<file path="src/rtl/vof_pkg.sv">
// ****************************************************************
// Shared constants of the video output formatter.
// ****************************************************************
package vof_pkg;

   // ****************************************************************
   // Register indices; the byte address is four times the index.
   // ****************************************************************
   localparam logic [7:0] IDX_OUT_CTRL = 8'h03; // Width and scaled-line control.
   localparam logic [7:0] IDX_AUX_CTRL = 8'h19; // Blanking capture and pin select.
   localparam logic [7:0] IDX_HSTART = 8'h07; // Horizontal start count.
   localparam logic [7:0] IDX_HLEN = 8'h08; // Horizontal window length.
   localparam logic [7:0] IDX_VSTART = 8'h09; // Vertical start count.
   localparam logic [7:0] IDX_VLEN = 8'h0A; // Vertical window length.
   localparam logic [7:0] IDX_HSWIDTH = 8'h0B; // Horizontal sync width.
   localparam logic [7:0] IDX_BLANK_LINE = 8'h0C; // First blanking capture line.
   localparam logic [7:0] IDX_STATUS = 8'h0D; // Live flags and line count.

   // ****************************************************************
   // Field positions inside the control registers.
   // ****************************************************************
   localparam int BIT_WIDE = 6; // Output width select in the output control.
   localparam int BIT_SCALED_EN = 3; // Scaled-line horizontal enable.
   localparam int BIT_BLANK_CAP = 7; // Blanking capture enable.
   localparam int BIT_BLANK_HEN = 4; // Blank-line horizontal enable.
   localparam int SEL_LSB = 0; // Low bit of the aux pin source select.
   localparam int SEL_W = 3; // Width of the aux pin source select.
   localparam logic [2:0] SEL_KEPT_LINE = 3'h7; // Select value for the kept-line flag.

   // ****************************************************************
   // Reset values and fixed figures.
   // ****************************************************************
   localparam logic [7:0] OUT_CTRL_RST = 8'h00; // Narrow output, scaled lines off.
   localparam logic [7:0] AUX_CTRL_RST = 8'h00; // Capture off, pin select zero.
   localparam logic [11:0] HSTART_RST = 12'h020; // Default horizontal start.
   localparam logic [11:0] HLEN_RST = 12'h2D0; // Default window of 720 pixels.
   localparam logic [9:0] VSTART_RST = 10'h014; // Default vertical start.
   localparam logic [9:0] VLEN_RST = 10'h0F0; // Default window of 240 lines.
   localparam logic [7:0] HSWIDTH_RST = 8'h40; // Default sync width in half-rate cycles.
   localparam logic [9:0] BLANK_LINE_RST = 10'h00A; // Default first blanking line.
   localparam logic [7:0] HSWIDTH_MIN = 8'h08; // Narrowest sync width served.
   localparam logic [7:0] HSWIDTH_MAX = 8'h80; // Widest sync width served.
   localparam logic [6:0] VS_TERM_CYC = 7'h40; // Double-rate cycles to end vertical sync.
   localparam logic [7:0] Y_BLANK = 8'h10; // Luma value outside the window.
   localparam logic [7:0] C_BLANK = 8'h80; // Chroma value outside the window.
   localparam logic [1:0] ALIGN_OK = 2'h0; // Low address bits of an aligned word.

endpackage : vof_pkg

</file>
<file path="src/rtl/vof_formatter.sv">
`timescale 1ns/1ps
`default_nettype none

// Functional notes
// - Width bit picks 8 or 16 bits.
// - All outputs launch on double-rate rising edge.
// - Narrow mode order Cb, Y, Cr, Y.
// - Wide mode luma high, chroma low, word.
// - Reset gives narrow stream, separate syncs.
// - Sync and flag timing independent of width.
// - Sync width programmable, leading edge follows input.
// - Vertical sync leading edge follows input.
// - Odd field ends 64 after sync trailing.
// - Even field ends 64 after sync leading.
// - Field flag updates at vertical sync start.
// - Unknown parity makes field flag toggle.
// - Horizontal sync changes only on half-rate rise.
// - Capture lines carry blanking window waveform.
// - Select value seven routes kept-line flag out.
// - Blank lines need blank-line enable for window.
// - Dropped scaled lines need scaled-line enable.
// - Blanking waveform wins on capture lines.
// - Window starts at start count, lasts length.
// - Horizontal window changes only on half-rate rise.
// - Sync-to-window delay constant on active lines.
// - Half-rate clock is exactly half frequency.
// - Vertical window from start count, changes at sync.
// - Capture lines kept from blanking start line.
module vof_formatter #(
   parameter int HCNT_W = 12, // Width of the per-line half-rate counter.
   parameter int LINE_W = 10 // Width of the per-field line counter.
) (
   input wire logic pclk, // Double-rate pixel clock.
   input wire logic presetn, // Asynchronous reset, active low.
   input wire logic psel, // APB select.
   input wire logic penable, // APB access phase.
   input wire logic pwrite, // APB write direction.
   input wire logic [11:0] paddr, // APB byte address.
   input wire logic [31:0] pwdata, // APB write data.
   output logic [31:0] prdata, // APB read data.
   output logic pready, // APB ready.
   output logic pslverr, // APB error for unmapped or unaligned.
   input wire logic src_line_start, // Pulse: incoming line sync found.
   input wire logic src_vsync_start, // Pulse: first serration low found.
   input wire logic src_eq_end, // Pulse: last equalization pulse done.
   input wire logic src_field_odd, // Parity of the coming field.
   input wire logic src_field_known, // Parity decision is valid.
   input wire logic src_line_kept, // Vertical scaler keeps this line.
   input wire logic [7:0] src_y, // Luma of the current pixel.
   input wire logic [7:0] src_c, // Chroma of the current pixel.
   input wire logic src_c_is_cb, // Current chroma is blue difference.
   output logic [15:0] video_pixel_bus, // Pixel data lanes.
   output logic pixel_clock_half, // Half-rate clock.
   output logic hsync_out, // Horizontal sync, active high.
   output logic vsync_out, // Vertical sync, active high.
   output logic field_out, // High during an odd field.
   output logic horiz_window_flag, // Horizontal active window.
   output logic vert_window_flag, // Vertical active window.
   output logic kept_line_flag, // Line valid flag.
   output logic multipurpose_pin, // Selected auxiliary signal.
   output logic blue_chroma_marker // High while window chroma is blue difference.
);

   // ****************************************************************
   // State of the block, held in one record.
   // ****************************************************************
   typedef struct packed {
      logic [7:0] out_ctrl; // Output control register.
      logic [7:0] aux_ctrl; // Auxiliary control register.
      logic [11:0] hstart; // Horizontal start count.
      logic [11:0] hlen; // Horizontal window length.
      logic [9:0] vstart; // Vertical start count.
      logic [9:0] vlen; // Vertical window length.
      logic [7:0] hswidth; // Horizontal sync width.
      logic [9:0] blank_line; // First blanking capture line.
      logic [31:0] rdata; // Read data held for the access phase.
      logic ready; // Ready for the access phase.
      logic err; // Error for the access phase.
      logic ph; // Half-rate clock phase.
      logic pend_h; // Line start waiting for the next half-rate rise.
      logic [HCNT_W-1:0] hcnt; // Half-rate cycles since sync leading edge.
      logic hsync; // Horizontal sync level.
      logic hwin; // Raw horizontal window.
      logic hact; // Gated horizontal window.
      logic line_gate; // Window allowed on the current line.
      logic vsync; // Vertical sync level.
      logic term_arm; // Last equalization seen.
      logic term_wait; // Odd field waits for sync trailing edge.
      logic term_run; // Termination count running.
      logic [6:0] term_cnt; // Termination count.
      logic field; // Field flag.
      logic [LINE_W-1:0] line; // Line count inside the field.
      logic vact; // Vertical window.
      logic [LINE_W-1:0] vcnt; // Lines left in the vertical window.
      logic kept; // Line valid flag.
      logic [7:0] y_hold; // Luma waiting for its narrow slot.
      logic [15:0] bus; // Pixel lanes.
      logic cbmark; // Blue chroma marker.
      logic mp; // Auxiliary pin.
   } vof_state_t;

   vof_state_t st_r; // Registered state.
   vof_state_t st_nxt; // Next state.

   // ****************************************************************
   // Parameter checks.
   // ****************************************************************
   if (HCNT_W < 12 || LINE_W < 10) begin : g_check
      $error("vof_formatter: counter widths too narrow");
   end

   // ****************************************************************
   // Next-state logic.
   // ****************************************************************
   // One process fills the whole next state from the current one.
   always_comb begin
      logic [7:0] idx;
      logic [HCNT_W-1:0] hn;
      logic rise, lead, trail, vact_n, kept_n, mapped;
      idx = paddr[9:2];
      rise = 1'b0;
      lead = 1'b0;
      hn = '0;
      trail = 1'b0;
      vact_n = 1'b0;
      kept_n = 1'b0;
      mapped = 1'b0;
      st_nxt = st_r;

      // Register bus: decode at setup, answer in the access cycle.
      mapped = (paddr[1:0] == vof_pkg::ALIGN_OK) && (paddr[11:10] == 2'h0) &&
         (idx inside {vof_pkg::IDX_OUT_CTRL, vof_pkg::IDX_AUX_CTRL, vof_pkg::IDX_HSTART,
          vof_pkg::IDX_HLEN, vof_pkg::IDX_VSTART, vof_pkg::IDX_VLEN, vof_pkg::IDX_HSWIDTH,
          vof_pkg::IDX_BLANK_LINE, vof_pkg::IDX_STATUS});
      st_nxt.ready = psel && !penable;
      st_nxt.err = psel && !penable && !mapped;
      if (psel && !penable) begin
         case (idx)
            vof_pkg::IDX_OUT_CTRL: st_nxt.rdata = 32'(st_r.out_ctrl);
            vof_pkg::IDX_AUX_CTRL: st_nxt.rdata = 32'(st_r.aux_ctrl);
            vof_pkg::IDX_HSTART: st_nxt.rdata = 32'(st_r.hstart);
            vof_pkg::IDX_HLEN: st_nxt.rdata = 32'(st_r.hlen);
            vof_pkg::IDX_VSTART: st_nxt.rdata = 32'(st_r.vstart);
            vof_pkg::IDX_VLEN: st_nxt.rdata = 32'(st_r.vlen);
            vof_pkg::IDX_HSWIDTH: st_nxt.rdata = 32'(st_r.hswidth);
            vof_pkg::IDX_BLANK_LINE: st_nxt.rdata = 32'(st_r.blank_line);
            // Status shows field, syncs, windows and the line count.
            vof_pkg::IDX_STATUS: st_nxt.rdata = {10'h000, st_r.field, st_r.vsync,
               st_r.hsync, st_r.vact, st_r.kept, st_r.hact,
               {(16 - LINE_W){1'b0}}, st_r.line};
            default: st_nxt.rdata = 32'h0000_0000;
         endcase
         if (!mapped) begin
            st_nxt.rdata = 32'h0000_0000;
         end
      end
      // Writes land in the access cycle of a mapped, aligned word.
      if (psel && penable && pwrite && !st_r.err) begin
         case (idx)
            vof_pkg::IDX_OUT_CTRL: st_nxt.out_ctrl = pwdata[7:0];
            vof_pkg::IDX_AUX_CTRL: st_nxt.aux_ctrl = pwdata[7:0];
            vof_pkg::IDX_HSTART: st_nxt.hstart = pwdata[11:0];
            vof_pkg::IDX_HLEN: st_nxt.hlen = pwdata[11:0];
            vof_pkg::IDX_VSTART: st_nxt.vstart = pwdata[9:0];
            vof_pkg::IDX_VLEN: st_nxt.vlen = pwdata[9:0];
            // Out-of-range widths are clamped so the counter stays served.
            vof_pkg::IDX_HSWIDTH: st_nxt.hswidth = (pwdata[7:0] < vof_pkg::HSWIDTH_MIN) ?
               vof_pkg::HSWIDTH_MIN : (|pwdata[31:8] || pwdata[7:0] > vof_pkg::HSWIDTH_MAX) ?
               vof_pkg::HSWIDTH_MAX : pwdata[7:0];
            vof_pkg::IDX_BLANK_LINE: st_nxt.blank_line = pwdata[9:0];
            default: begin
               // Status and unmapped words ignore writes.
            end
         endcase
      end

      // Half-rate clock: a toggle, so it is exactly half the rate.
      st_nxt.ph = !st_r.ph;
      rise = !st_r.ph;

      // A line start is held until the half-rate clock next goes high.
      if (src_line_start) begin
         st_nxt.pend_h = 1'b1;
      end
      lead = rise && st_r.pend_h;
      // The count saturates at its ceiling on very long lines.
      hn = lead ? '0 : ((&st_r.hcnt) ? st_r.hcnt : st_r.hcnt + 1'b1);

      // Horizontal sync and window move only on the half-rate rise.
      if (rise) begin
         st_nxt.hcnt = hn;
         if (lead) begin
            st_nxt.pend_h = src_line_start;
            st_nxt.hsync = 1'b1;
         end else if (st_r.hsync && hn == HCNT_W'(st_r.hswidth)) begin
            st_nxt.hsync = 1'b0;
            trail = 1'b1;
         end
         // Start is counted from the sync leading edge alone, so the delay
         // to the window is the same on every active line.
         if (hn == st_r.hstart) begin
            st_nxt.hwin = 1'b1;
         end else if (hn == HCNT_W'(st_r.hstart + st_r.hlen)) begin
            st_nxt.hwin = 1'b0;
         end
      end

      // Line events: count, vertical window and kept-line flag.
      vact_n = st_r.vact;
      kept_n = st_r.kept;
      if (lead) begin
         st_nxt.line = st_r.line + 1'b1;
         if (st_r.line == LINE_W'(st_r.vstart) && st_r.vlen != 10'h000) begin
            vact_n = 1'b1;
            st_nxt.vcnt = LINE_W'(st_r.vlen) - 1'b1;
         end else if (st_r.vact) begin
            if (st_r.vcnt == '0) begin
               vact_n = 1'b0;
            end else begin
               st_nxt.vcnt = st_r.vcnt - 1'b1;
            end
         end
         if (vact_n) begin
            kept_n = src_line_kept;
         end else begin
            kept_n = st_r.aux_ctrl[vof_pkg::BIT_BLANK_CAP] &&
               (st_r.line >= LINE_W'(st_r.blank_line));
         end
         st_nxt.vact = vact_n;
         st_nxt.kept = kept_n;
         // Choose whether this line carries a window at all.
         if (st_r.aux_ctrl[vof_pkg::BIT_BLANK_CAP] && kept_n && !vact_n) begin
            st_nxt.line_gate = 1'b1;
         end else if (!vact_n) begin
            st_nxt.line_gate = st_r.aux_ctrl[vof_pkg::BIT_BLANK_HEN];
         end else if (!kept_n) begin
            st_nxt.line_gate = st_r.out_ctrl[vof_pkg::BIT_SCALED_EN];
         end else begin
            st_nxt.line_gate = 1'b1;
         end
      end
      if (rise) begin
         st_nxt.hact = st_nxt.hwin && st_nxt.line_gate;
      end

      // Vertical sync start: new field, line count restarts.
      if (src_vsync_start) begin
         st_nxt.vsync = 1'b1;
         st_nxt.line = '0;
         st_nxt.term_arm = 1'b0;
         st_nxt.term_wait = 1'b0;
         st_nxt.term_run = 1'b0;
         if (src_field_known) begin
            st_nxt.field = src_field_odd;
         end else begin
            st_nxt.field = !st_r.field;
         end
      end else begin
         if (src_eq_end && st_r.vsync) begin
            st_nxt.term_arm = 1'b1;
         end
         // Odd field waits for the trailing edge; even counts from the leading.
         if (st_r.term_arm && lead) begin
            st_nxt.term_arm = 1'b0;
            if (st_r.field) begin
               st_nxt.term_wait = 1'b1;
            end else begin
               st_nxt.term_run = 1'b1;
               st_nxt.term_cnt = vof_pkg::VS_TERM_CYC - 1'b1;
            end
         end
         if (st_r.term_wait && trail) begin
            st_nxt.term_wait = 1'b0;
            st_nxt.term_run = 1'b1;
            st_nxt.term_cnt = vof_pkg::VS_TERM_CYC - 1'b1;
         end
         if (st_r.term_run) begin
            if (st_r.term_cnt == 7'h00) begin
               st_nxt.term_run = 1'b0;
               st_nxt.vsync = 1'b0;
            end else begin
               st_nxt.term_cnt = st_r.term_cnt - 1'b1;
            end
         end
      end

      // Pixel lanes: the width only changes the data, never the syncs.
      if (st_r.out_ctrl[vof_pkg::BIT_WIDE]) begin
         if (rise) begin
            if (st_nxt.hact) begin
               st_nxt.bus = {src_y, src_c};
               st_nxt.cbmark = src_c_is_cb;
            end else begin
               st_nxt.bus = {vof_pkg::Y_BLANK, vof_pkg::C_BLANK};
               st_nxt.cbmark = 1'b0;
            end
         end
      end else begin
         // Chroma on the rise, its luma one double-rate cycle later.
         if (rise) begin
            if (st_nxt.hact) begin
               st_nxt.bus = {src_c, 8'h00};
               st_nxt.y_hold = src_y;
               st_nxt.cbmark = src_c_is_cb;
            end else begin
               st_nxt.bus = {vof_pkg::C_BLANK, 8'h00};
               st_nxt.y_hold = vof_pkg::Y_BLANK;
               st_nxt.cbmark = 1'b0;
            end
         end else begin
            st_nxt.bus = {st_r.y_hold, 8'h00};
         end
      end

      // Auxiliary pin shows the kept-line flag when selected.
      st_nxt.mp = (st_r.aux_ctrl[vof_pkg::SEL_LSB +: vof_pkg::SEL_W] ==
         vof_pkg::SEL_KEPT_LINE) && st_nxt.kept;
   end

   // ****************************************************************
   // State register.
   // ****************************************************************
   // All outputs launch from here on the double-rate rising edge.
   always_ff @(posedge pclk or negedge presetn) begin
      if (!presetn) begin
         st_r <= '{out_ctrl: vof_pkg::OUT_CTRL_RST, aux_ctrl: vof_pkg::AUX_CTRL_RST,
            hstart: vof_pkg::HSTART_RST, hlen: vof_pkg::HLEN_RST, vstart: vof_pkg::VSTART_RST,
            vlen: vof_pkg::VLEN_RST, hswidth: vof_pkg::HSWIDTH_RST,
            blank_line: vof_pkg::BLANK_LINE_RST, y_hold: vof_pkg::Y_BLANK,
            bus: {vof_pkg::C_BLANK, 8'h00}, default: '0};
      end else begin
         st_r <= st_nxt;
      end
   end

   // ****************************************************************
   // Outputs, each straight from the state register.
   // ****************************************************************
   assign prdata = st_r.rdata;
   assign pready = st_r.ready;
   assign pslverr = st_r.err;
   assign video_pixel_bus = st_r.bus;
   assign pixel_clock_half = st_r.ph;
   assign hsync_out = st_r.hsync;
   assign vsync_out = st_r.vsync;
   assign field_out = st_r.field;
   assign horiz_window_flag = st_r.hact;
   assign vert_window_flag = st_r.vact;
   assign kept_line_flag = st_r.kept;
   assign multipurpose_pin = st_r.mp;
   assign blue_chroma_marker = st_r.cbmark;

endmodule : vof_formatter

`default_nettype wire

</file>
<file path="config.mk">
export PLATFORM = sky130hd
export DESIGN_NAME = vof_formatter
export DESIGN_NICKNAME = d
export VERILOG_FILES = /design/src/rtl/vof_pkg.sv /design/src/rtl/vof_formatter.sv
export SDC_FILE = /design/constraint.sdc
export NUM_CORES = 1
export LEC_CHECK = 0
export ABC_AREA = 1
export ABC_CLOCK_PERIOD_IN_PS = 3640
export BUFFER_PORTS_ARGS = -buffer_cell sky130_fd_sc_hd__buf_2
export CORE_MARGIN = 3
export CORE_UTILIZATION = 32
export DETAILED_ROUTE_END_ITERATION = 7
export PLACE_DENSITY = 0.56
export SLEW_MARGIN = 20
export SYNTH_ARGS = -nofsm -noshare
export SYNTH_HDL_FRONTEND = slang
export SYNTH_SLANG_ARGS = --single-unit
</file>
<file path="constraint.sdc">
create_clock -name pclk -period 3.64 [get_ports pclk]
set_clock_uncertainty 0.2 [all_clocks]
set_input_delay 0.182 -clock pclk [delete_from_list [all_inputs] [get_ports pclk]]
set_output_delay 0.182 -clock pclk [all_outputs]
set_load 0.05 [all_outputs]
</file>
Word level (Yosys, flattened, before mapping). Cells that the tools add are included. W data, S select, Z words.

Register bits after elaboration: 190. Latch bits: 0. RAM bits: 0. Bits in read-only memories: 0. Bits of input ports: 72. Output and inout bits: 59. Word-level logic and storage cells: 163. Memories: 0.

Add/sub/neg operators: 6. Multiply operators: 0. Divide/modulo/power cells: 0. Order comparisons: 3. Eq/ne operators: 16. Shift operators: 0. Muxes and demuxes: 50. Bitwise gates (word level): 2. Reductions and logical operators: 54.

Operators with widths (number): $pmux W22 S9 (1); $mux W17 (3); $mux W10 (5); $eq A8 B4 Y1 const B (6); $mux W32 (1); $mux W8 (4); $mux W1 (27); $mux W25 (1); $eq A12 B12 Y1 (2); $mux W12 (2); $reduce_and A2 Y1 (12); $reduce_or A24 Y1 (1); $mux W22 (1); $sub A10 B1 Y10 const B (2); $logic_and A1 B1 Y1 (18); $mux W16 (1); $mux W15 (1); $add A12 B1 Y12 const B (1); $add A12 B12 Y12 (1); $eq A12 B8 Y1 (1); $reduce_and A12 Y1 (1); $add A10 B1 Y10 const B (1); $eq A10 B10 Y1 (1); $ge A10 B10 Y1 (1); other kinds (22) (36).

Logic depth before layout (Yosys ltp). Gate-level depths: netlist of the first run.

Depth after elaboration: 16. Gate-level depth with buffers: 22. Gate-level depth less buffers: 22.

Worst setup path after synthesis of the first run. OpenSTA, ideal clock, no wires.

Path kind: flip-flop to flip-flop. Start: register st_r[162] (netlist name). End: register st_r (netlist bit video_pixel_bus[13]). Setup time: 0.124 ns. Arrival time: 2.339 ns. Required time: 3.316 ns. Path slack: 0.976 ns. Cell stages (with the launch flop): 21. Buffers on the path: 1. Period minus slack after synthesis: 2.664 ns. Cells stage by stage: dfrtp_1 -> ha_1 -> fa_1 -> nand2_1 -> nand3_1 -> nand2_1 -> xor2_1 -> inv_1 -> nand2_1 -> nand2_1 -> nor2_1 -> nand2_1 -> nor2_1 -> nand2_1 -> nand2_1 -> nand2_1 -> nand2_2 -> nand2_4 -> buf_6 -> nand3_1 -> nand3_1.

RTL lines: from (decl) (RTL line vof_formatter.sv:102) `vof_state_t st_r;`; from (signal assigned) (RTL line vof_formatter.sv:326) `st_r <= '{out_ctrl: vof_pkg::OUT_CTRL_RST, aux_ctrl: vof_pkg::AUX_CTRL_RST,`; from (signal assigned) (RTL line vof_formatter.sv:332) `st_r <= st_nxt;`.

Worst setup path in the final report of the first run.
Start: register st_r[162] (netlist name). End: register st_r (netlist bit video_pixel_bus[15]).

Cells in the longest elaborated chain, start to end: 10. Elaborated cells between the ends (all ways): 13. Those cells by class: 1 x add/sub; 2 x eq/ne; 9 x mux; 1 x reduce/logical.

RTL lines: $add A12 B12 Y12 (RTL line vof_formatter.sv:203) `end else if (hn == HCNT_W'(st_r.hstart + st_r.hlen)) begin`; $eq A12 B12 Y1 (RTL line vof_formatter.sv:203); $mux W1 (RTL line vof_formatter.sv:203); $mux W1 (*) (RTL line vof_formatter.sv:201) `if (hn == st_r.hstart) begin`; $mux W15 (*) (RTL line vof_formatter.sv:190) `if (rise) begin`; $logic_and A1 B1 Y1 (*) (RTL line vof_formatter.sv:243) `st_nxt.hact = st_nxt.hwin && st_nxt.line_gate;`; $mux W1 (*) (RTL line vof_formatter.sv:242) `if (rise) begin`; $mux W25 or $mux W17 (tied branches) (RTL line vof_formatter.sv:301, vof_formatter.sv:290); $mux W16 or $mux W17 (tied branches) (RTL line vof_formatter.sv:300, vof_formatter.sv:289); $mux W17 (*) (RTL line vof_formatter.sv:288) `if (st_r.out_ctrl[vof_pkg::BIT_WIDE]) begin`.

Mark *: on every way between the ends. The rest lies on a longest branch, timed or not. The select of a mux whose other input is x is not followed. A chain may end at the register's enable or synchronous reset.

==> results of run 1 <==
[logic make-up (layout without fill, tap and decap cells)]
| kind of cell | count (synthesis) | after routing | synth area share (%) |
|---|---|---|---|
| AO/OA/AOI/OAI | 249 | 249 | 13.48 |
| XOR/XNOR | 22 | 22 | 1.845 |
| AND/OR/NAND/NOR | 669 | 669 | 28.00 |
| other | 1 | 14 | 0.03591 |
| flip-flops | 176 | 176 | 42.37 |
| buffers and inverters | 250 | 368 | 10.96 |
| adder cells (fa/ha/maj) | 27 | 27 | 3.307 |
[area by class of cell]
type | instances | area (sq um) | share of cell area, %
timing repair buffer | 165 | 1040 | 8.551
clock buffer | 17 | 425.4 | 3.499
inverter | 171 | 641.9 | 5.279
clock inverter | 15 | 161.4 | 1.327
sequential | 176 | 4424 | 36.39
tap | 435 | 544.3 | 4.476
multi-input combinational | 981 | 4922 | 40.48
[timing repair]
item,CTS,global route
gates resized for setup,0,0
hold endpoints to repair,108,0
hold buffers,34,0
[cell usage after synthesis, types with 4 or more instances]
master / instances / share of area (%)
nand2_1: 404 / 15
inv_1: 165 / 5.9
dfrtp_1: 160 / 38
o21ai_0: 145 / 6.9
nand3_1: 98 / 4.7
nor2_1: 80 / 2.9
buf_4: 50 / 3.6
a21oi_1: 40 / 1.9
ha_1: 26 / 3.1
clkbuf_1: 24 / 0.86
nand4_1: 18 / 1.1
xor2_1: 18 / 1.5
a221oi_1: 16 / 1.3
dfstp_2: 16 / 4.0
nor3_1: 16 / 0.77
o22ai_1: 14 / 0.84
nor4_1: 12 / 0.72
nand2_2: 11 / 0.66
o21ai_1: 7 / 0.34
a22o_1: 6 / 0.50
a31oi_1: 5 / 0.30
nand3_2: 4 / 0.38
nor2_4: 4 / 0.43
o21bai_1: 4 / 0.29
xnor2_1: 4 / 0.34
[registers in the layout, indices dropped and copies added, names as in the netlist]
signal	flops
blue_chroma_marker	1
field_out	1
horiz_window_flag	1
hsync_out	1
kept_line_flag	1
multipurpose_pin	1
pixel_clock_half	1
prdata	18
pready	1
pslverr	1
st_r	131
vert_window_flag	1
video_pixel_bus	16
vsync_out	1
[routing by layer]
| metal | wire [microns] | GRT usage, % | vias up |
|---|---|---|---|
| li1 | - | - | 4746 |
| met1 | 15060 | 26.46 | 4550 |
| met2 | 14430 | 29.09 | 296 |
| met3 | 2054 | 3.062 | 34 |
| met4 | 457 | 4.449 | 2 |
| met5 | 7 | 0 | - |
[power breakdown]
group / total (uW) / switching, uW / internal (uW)
sequential: 2220 / 108 / 2110
clock: 1840 / 922 / 921
combinational: 937 / 639 / 298
total: 4990 / 1670 / 3330
[worst min-delay path, cell delays in order]
cell and delay [ns]:
buf_2 0.07, inv_1 0.14, o21ai_0 0.19
[metrics by stage]
stage                     instances  total power (uW)  cell area, sq um
final                          1960              4995             12160
after global routing           1960              5257             12160
after CTS                      1960              5046             12160
after detailed placement       1894              3164             11230
after global placement         1894              3153             11230
after floorplan                1407              2924             10490
[worst paths after layout]
kind                       startpoint                   to  slack [ns]  depth (start not counted)
setup reg to reg            st_r[162]  video_pixel_bus[15]        0.41                         21
hold reg to reg            prdata[17]           prdata[17]        0.28                          2
max in group asynchronous     presetn            st_r[113]        2.24                          3
setup / recovery            st_r[162]  video_pixel_bus[15]        0.41                         21
min in group asynchronous     presetn   blue_chroma_marker        0.12                          2
hold / removal              pwdata[8]            st_r[120]       -0.02                          3
[cells in the final DEF, fill, tap and decap left out, drive strengths merged, types with 6 or more instances in the layout]
| cell | count |
|---|---|
| buf | 131 |
| nand2 | 417 |
| clkbuf | 17 |
| a22o | 6 |
| a31oi | 6 |
| dlygate4sd3 | 34 |
| nor3 | 18 |
| ha | 26 |
| o22ai | 14 |
| nor2 | 87 |
| a221oi | 16 |
| o21ai | 152 |
| dfstp | 16 |
| xor2 | 18 |
| conb | 14 |
| dfrtp | 160 |
| a21oi | 41 |
| nand3 | 103 |
| inv | 176 |
| nor4 | 14 |
| clkinv | 8 |
| nand4 | 18 |
==> flow_summary.yaml, run 1 <==
critical_path:
  cp.required_ns: 3.81
  cp_cell_sequence: "ha_1, fa_1, nand2_1, nand3_1, nand2_1, xor2_1, inv_1, nand2_1, nand2_1, nor2_1, nand2_1, nor2_1, nand2_1, nand2_1, nand2_1, nand2_2, nand2_4, nand2_1, nand2_1, nand2_1, nand2_1"
  worstPathArrival_ns: 3.40
  crit_top_cell: "nand2_1"
  slowest_stage: "fa_1"
  critical-path-top-delay-family: "simple AND/OR/NAND/NOR gates"
  path_buf_inv: 1
  start_kind: "register"
  worstSetupPathType: "register to register"
  worst-path-max-fanout: 16
  cp-end-kind: "register"
  max_stage_delay_ns: 0.44
clock_tree:
  numCtsBuffers: 17
  clkSinkCount: 176
  postCtsSetupRepairBufs: 0
  cts_root_buf: "clkbuf_16"
  htreeDepth: 4
  cts_tree: "done"
  clk_latency_ns: 0.44
  cts_buffer_depth: 2
  clkTransAtPathRegs_ns: 0.08
worst_hold_path:
  hold_class: "input port to register"
die:
  die_h_microns: 186.6
  dieArea_sq_mm: 0.03484
  die_x_microns: 186.6
  initial_core_util_pct: 32.76
  rows: 65
  coreArea_sq_mm: 0.03188
  num_io_pins: 131
sta:
  rsz0062_at_grt: "false"
  setup_ws_ns: 0.4053
  whs_ns: -0.02268
  fmax_ghz: 0.3091
  setup_tns_ns: 0
  fin_crit_ns: 3.235
  hold_violations: 3
  slew_headroom_pct: 47.80
  finalSetupViolCount: 0
  fin_crit_sh_pct: 88.87
  worst_pin_slew_ns: 0.7801
  drv_slew: 0
yosys:
  synth_ff_type: "dfrtp_1"
  syn_inst: 1394
  syn_avg_cell_area_sq_um: 7.491
  yosysWarnings: 0
  ys_seq_area_share_pct: 42.37
  synth-async-reset-ratio_pct: 100.0
  synth_enable_flop_cells: 0
  ys_types: 53
  syn_area_sq_mm: 0.01044
  synth_seq_cells: 176
grt:
  grt_pass1_wl_microns: 51630
  grt_pass1_vias: 9253
  grt_max_degree: 73
  track_usage_pct: 18.43
  antenna_found_initial: 1
  grt-ovfl-total: 0
routing:
  routed_wl_microns: 32010
  wl_per_cell_microns: 16.33
  antenna_left: 0
  drtIter0Drc: 783
  vias: 9628
  first_pass_iters: 5
  vias_per_cell: 4.912
  drc: 0
cells_and_area:
  num_antenna_cells: 0
  fillers: 3377
  fin_util_pct: 38.14
  syn_to_final_growth_pct: 16.44
  finalNetCount: 1611
  drive_above_1_share_pct: 14.16
place:
  dp_slack_ns: 0.4464
  gp_congestion: 0.9327
  hpwl_microns: 24330
  port_buffers: 116
power_and_ir_drop:
  p_per_area_mw_per_mm2: 410.8
  max-vdd-ir-drop_uv: 277.6
  total_leakage_power_uw: 0.006012
run:
  cap_violations: 0
outcome:
  status: "complete, but fails checks"
  violations: "hold timing"
No activity file was read; power rests on OpenSTA's default activity.
==> inputs of run 2 (changes only) <==
- ABC_CLOCK_PERIOD_IN_PS: 3640 -> 2680
- CELL_PAD_IN_SITES_DETAIL_PLACEMENT: unset -> 0
- CELL_PAD_IN_SITES_GLOBAL_PLACEMENT: unset -> 1
- MAX_ROUTING_LAYER: unset -> met4
- PLACE_DENSITY: 0.56 -> 0.72
- clock period: 3.64 -> 2.68 ns (I/O delays scaled with it)
==> flow_summary.yaml, run 2 (synthesis results as in run 1) <==
routing:
  routed_wl_microns: 34400
  wl_per_cell_microns: 16.40
  antenna_left: 0
  drc: 0
  drtIter0Drc: 776
  vias_per_cell: 4.849
  vias: 10170
  first_pass_iters: 6
grt:
  grt-ovfl-total: 0
  antenna_found_initial: 1
  grt_max_degree: 63
  grt_pass1_wl_microns: 53920
  track_usage_pct: 20.13
  grt_use_met3_pct: 3.832
  grt_pass1_vias: 9905
  grt-busiest-layer: "met2"
  grt_util_met2_pct: 30.04
  grt_use_met1_pct: 28.56
critical_path:
  rr_worst_depth: 19
  r2r_setup_slack_ns: -0.16
  start_kind: "register"
  path_buf_inv: 2
  worst-path-max-fanout: 8
  slowest_stage: "dfrtp_1"
  critical-path-top-delay-family: "simple AND/OR/NAND/NOR gates"
  cp_cell_sequence: "ha_2, fa_2, nand2_2, nand3_2, nand2_1, xor2_1, inv_1, nand2_1, nand2_1, nor2_1, nand2_1, nor2_1, nand2_1, nand2_1, nand2_2, nand2_4, nand2_8, buf_6, a31oi_4"
  worstSetupPathType: "register to register"
  cp-end-kind: "register"
  max_stage_delay_ns: 0.39
  worstPathArrival_ns: 3.02
  worst-path-stages: 19
  cp.required_ns: 2.87
  r2r_start: "st_r[162]"
  crit_top_cell: "nand2_1"
  r2r_end: "st_r[22]"
clock_tree:
  numCtsBuffers: 17
  cts_root_buf: "clkbuf_16"
  cts_tree: "done"
  htreeDepth: 4
  clkTransAtPathRegs_ns: 0.08
  clkSinkCount: 176
  cts_buffer_depth: 2
  clk_latency_ns: 0.46
cells_and_area:
  syn_to_final_growth_pct: 31.97
  finalNetCount: 1748
  top_register: "st_r"
  drive_above_1_share_pct: 25.99
  fin_util_pct: 43.23
  final_common_cell: "nand2_1"
  fillers: 3304
  final_area_sq_mm: 0.01378
  largest_register_ff_count: 131
  mostFrequentLayoutCells: "nand2_1 (385), inv_1 (160), dfrtp_1 (158), o21ai_0 (134), buf_4 (134)"
  num_antenna_cells: 0
die:
  coreArea_sq_mm: 0.03188
  die_h_microns: 186.6
  die_x_microns: 186.6
  num_io_pins: 131
  initial_core_util_pct: 32.76
  dieArea_sq_mm: 0.03484
  rows: 65
sta:
  fin_crit_ns: 2.837
  worst_pin_slew_ns: 0.9500
  hold_violations: 0
  drv_slew: 0
  fmax_ghz: 0.3525
  setup_ws_ns: -0.1566
  rsz0062_at_grt: "true"
  slew_headroom_pct: 36.43
  finalSetupViolCount: 30
  fin_crit_sh_pct: 105.8
worst_hold_path:
  hold_class: "input port to async pin"
place:
  gp_congestion: 0.9090
  dp_slack_ns: -0.2035
  port_buffers: 116
  placed_area_sq_mm: 0.01211
  hpwl_microns: 25690
outcome:
  status: "complete, but fails checks"
  violations: "setup timing"
power_and_ir_drop:
  total_leakage_power_uw: 0.006834
  p_per_area_mw_per_mm2: 524.1
  max-vdd-ir-drop_uv: 462.4
  totalPowerFinal_uw: 7222
run:
  cap_violations: 0
-- run 2: cell count changes in the layout (fill, tap and decap cells not counted), sizes merged --
| cell | previous run | this run |
|---|---|---|
| clkinvlp | 2 | 0 |
| buf | 131 | 258 |
| clkbuf | 17 | 18 |
| dlygate4sd3 | 34 | 42 |
| nand3 | 103 | 104 |
| inv | 176 | 174 |
| bufinv | 0 | 3 |
| nand2 | 417 | 418 |
-- run 2: worst max-delay path by stage --
| stage | from | end | slack [ns] |
|---|---|---|---|
| final | st_r[162] | st_r[22] | -0.16 |
| after global routing | st_r[162] | video_pixel_bus[11] | -0.38 |
| after CTS | st_r[150] | video_pixel_bus[14] | -0.07 |
| after detailed placement | st_r[150] | video_pixel_bus[15] | -0.20 |
| after global placement | st_r[150] | st_r[22] | -0.16 |
| after floorplan | st_r[162] | video_pixel_bus[13] | 0.02 |
-- run 2: final cells by class --
class / count / area (sq um) / share of cell area [%]
repair buffers: 300 / 2133 / 15.48
multi-input cells: 983 / 5428 / 39.39
flip-flops and latches: 176 / 4427 / 32.12
well taps: 435 / 544.3 / 3.950
inverters: 171 / 641.9 / 4.658
clock inverters: 14 / 177.7 / 1.289
clock buffers: 18 / 429.2 / 3.114
-- run 2: worst register-to-register path: stages, from the launching register on --
cell,delay [ns]
dfrtp_1,0.39
ha_2,0.21
fa_2,0.37
nand2_2,0.07
nand3_2,0.06
nand2_1,0.08
xor2_1,0.19
inv_1,0.06
nand2_1,0.06
nand2_1,0.05
nor2_1,0.10
nand2_1,0.06
nor2_1,0.09
nand2_1,0.09
nand2_1,0.09
nand2_2,0.10
nand2_4,0.13
nand2_8,0.10
buf_6,0.15
a31oi_4,0.11
-- run 2: repair_timing --
action / 4_1_cts / 5_1_grt
cloned: 2 / 0
buffers inserted: 4 / 10
endpoints found under the setup margin: 39 / 50
hold buffers: 43 / 1
hold endpoints to repair: 244 / 1
resized for setup: 53 / 73
pin swaps: 14 / 27
-- run 2: where the power goes --
group / internal (uW) / leakage, uW / switching [uW]
clock: 1490 / 0.000302 / 1170
combinational: 572 / 0.00424 / 999
sequential: 2860 / 0.00229 / 133
-- run 2: metal layers --
layer  share of wire, %  up-vias  wire [microns]
met2                 45      302           15350
met5                  0        -               0
met1                 48     4814           16450
li1                   -     5021               -
met3                6.6       31            2257
met4                1.0        0             345
-- run 2: stage by stage --
step	hold WS (ns)	setup TNS (ns)	instances
2_1_floorplan	-0.3616	0	1407
3_3_place_gp	-0.07134	-2.442	2007
3_5_place_dp	-0.06151	-3.641	2007
4_1_cts	0.01262	-0.7083	2088
5_1_grt	0.05556	-9.505	2097
6_report	0.003653	-2.553	2097
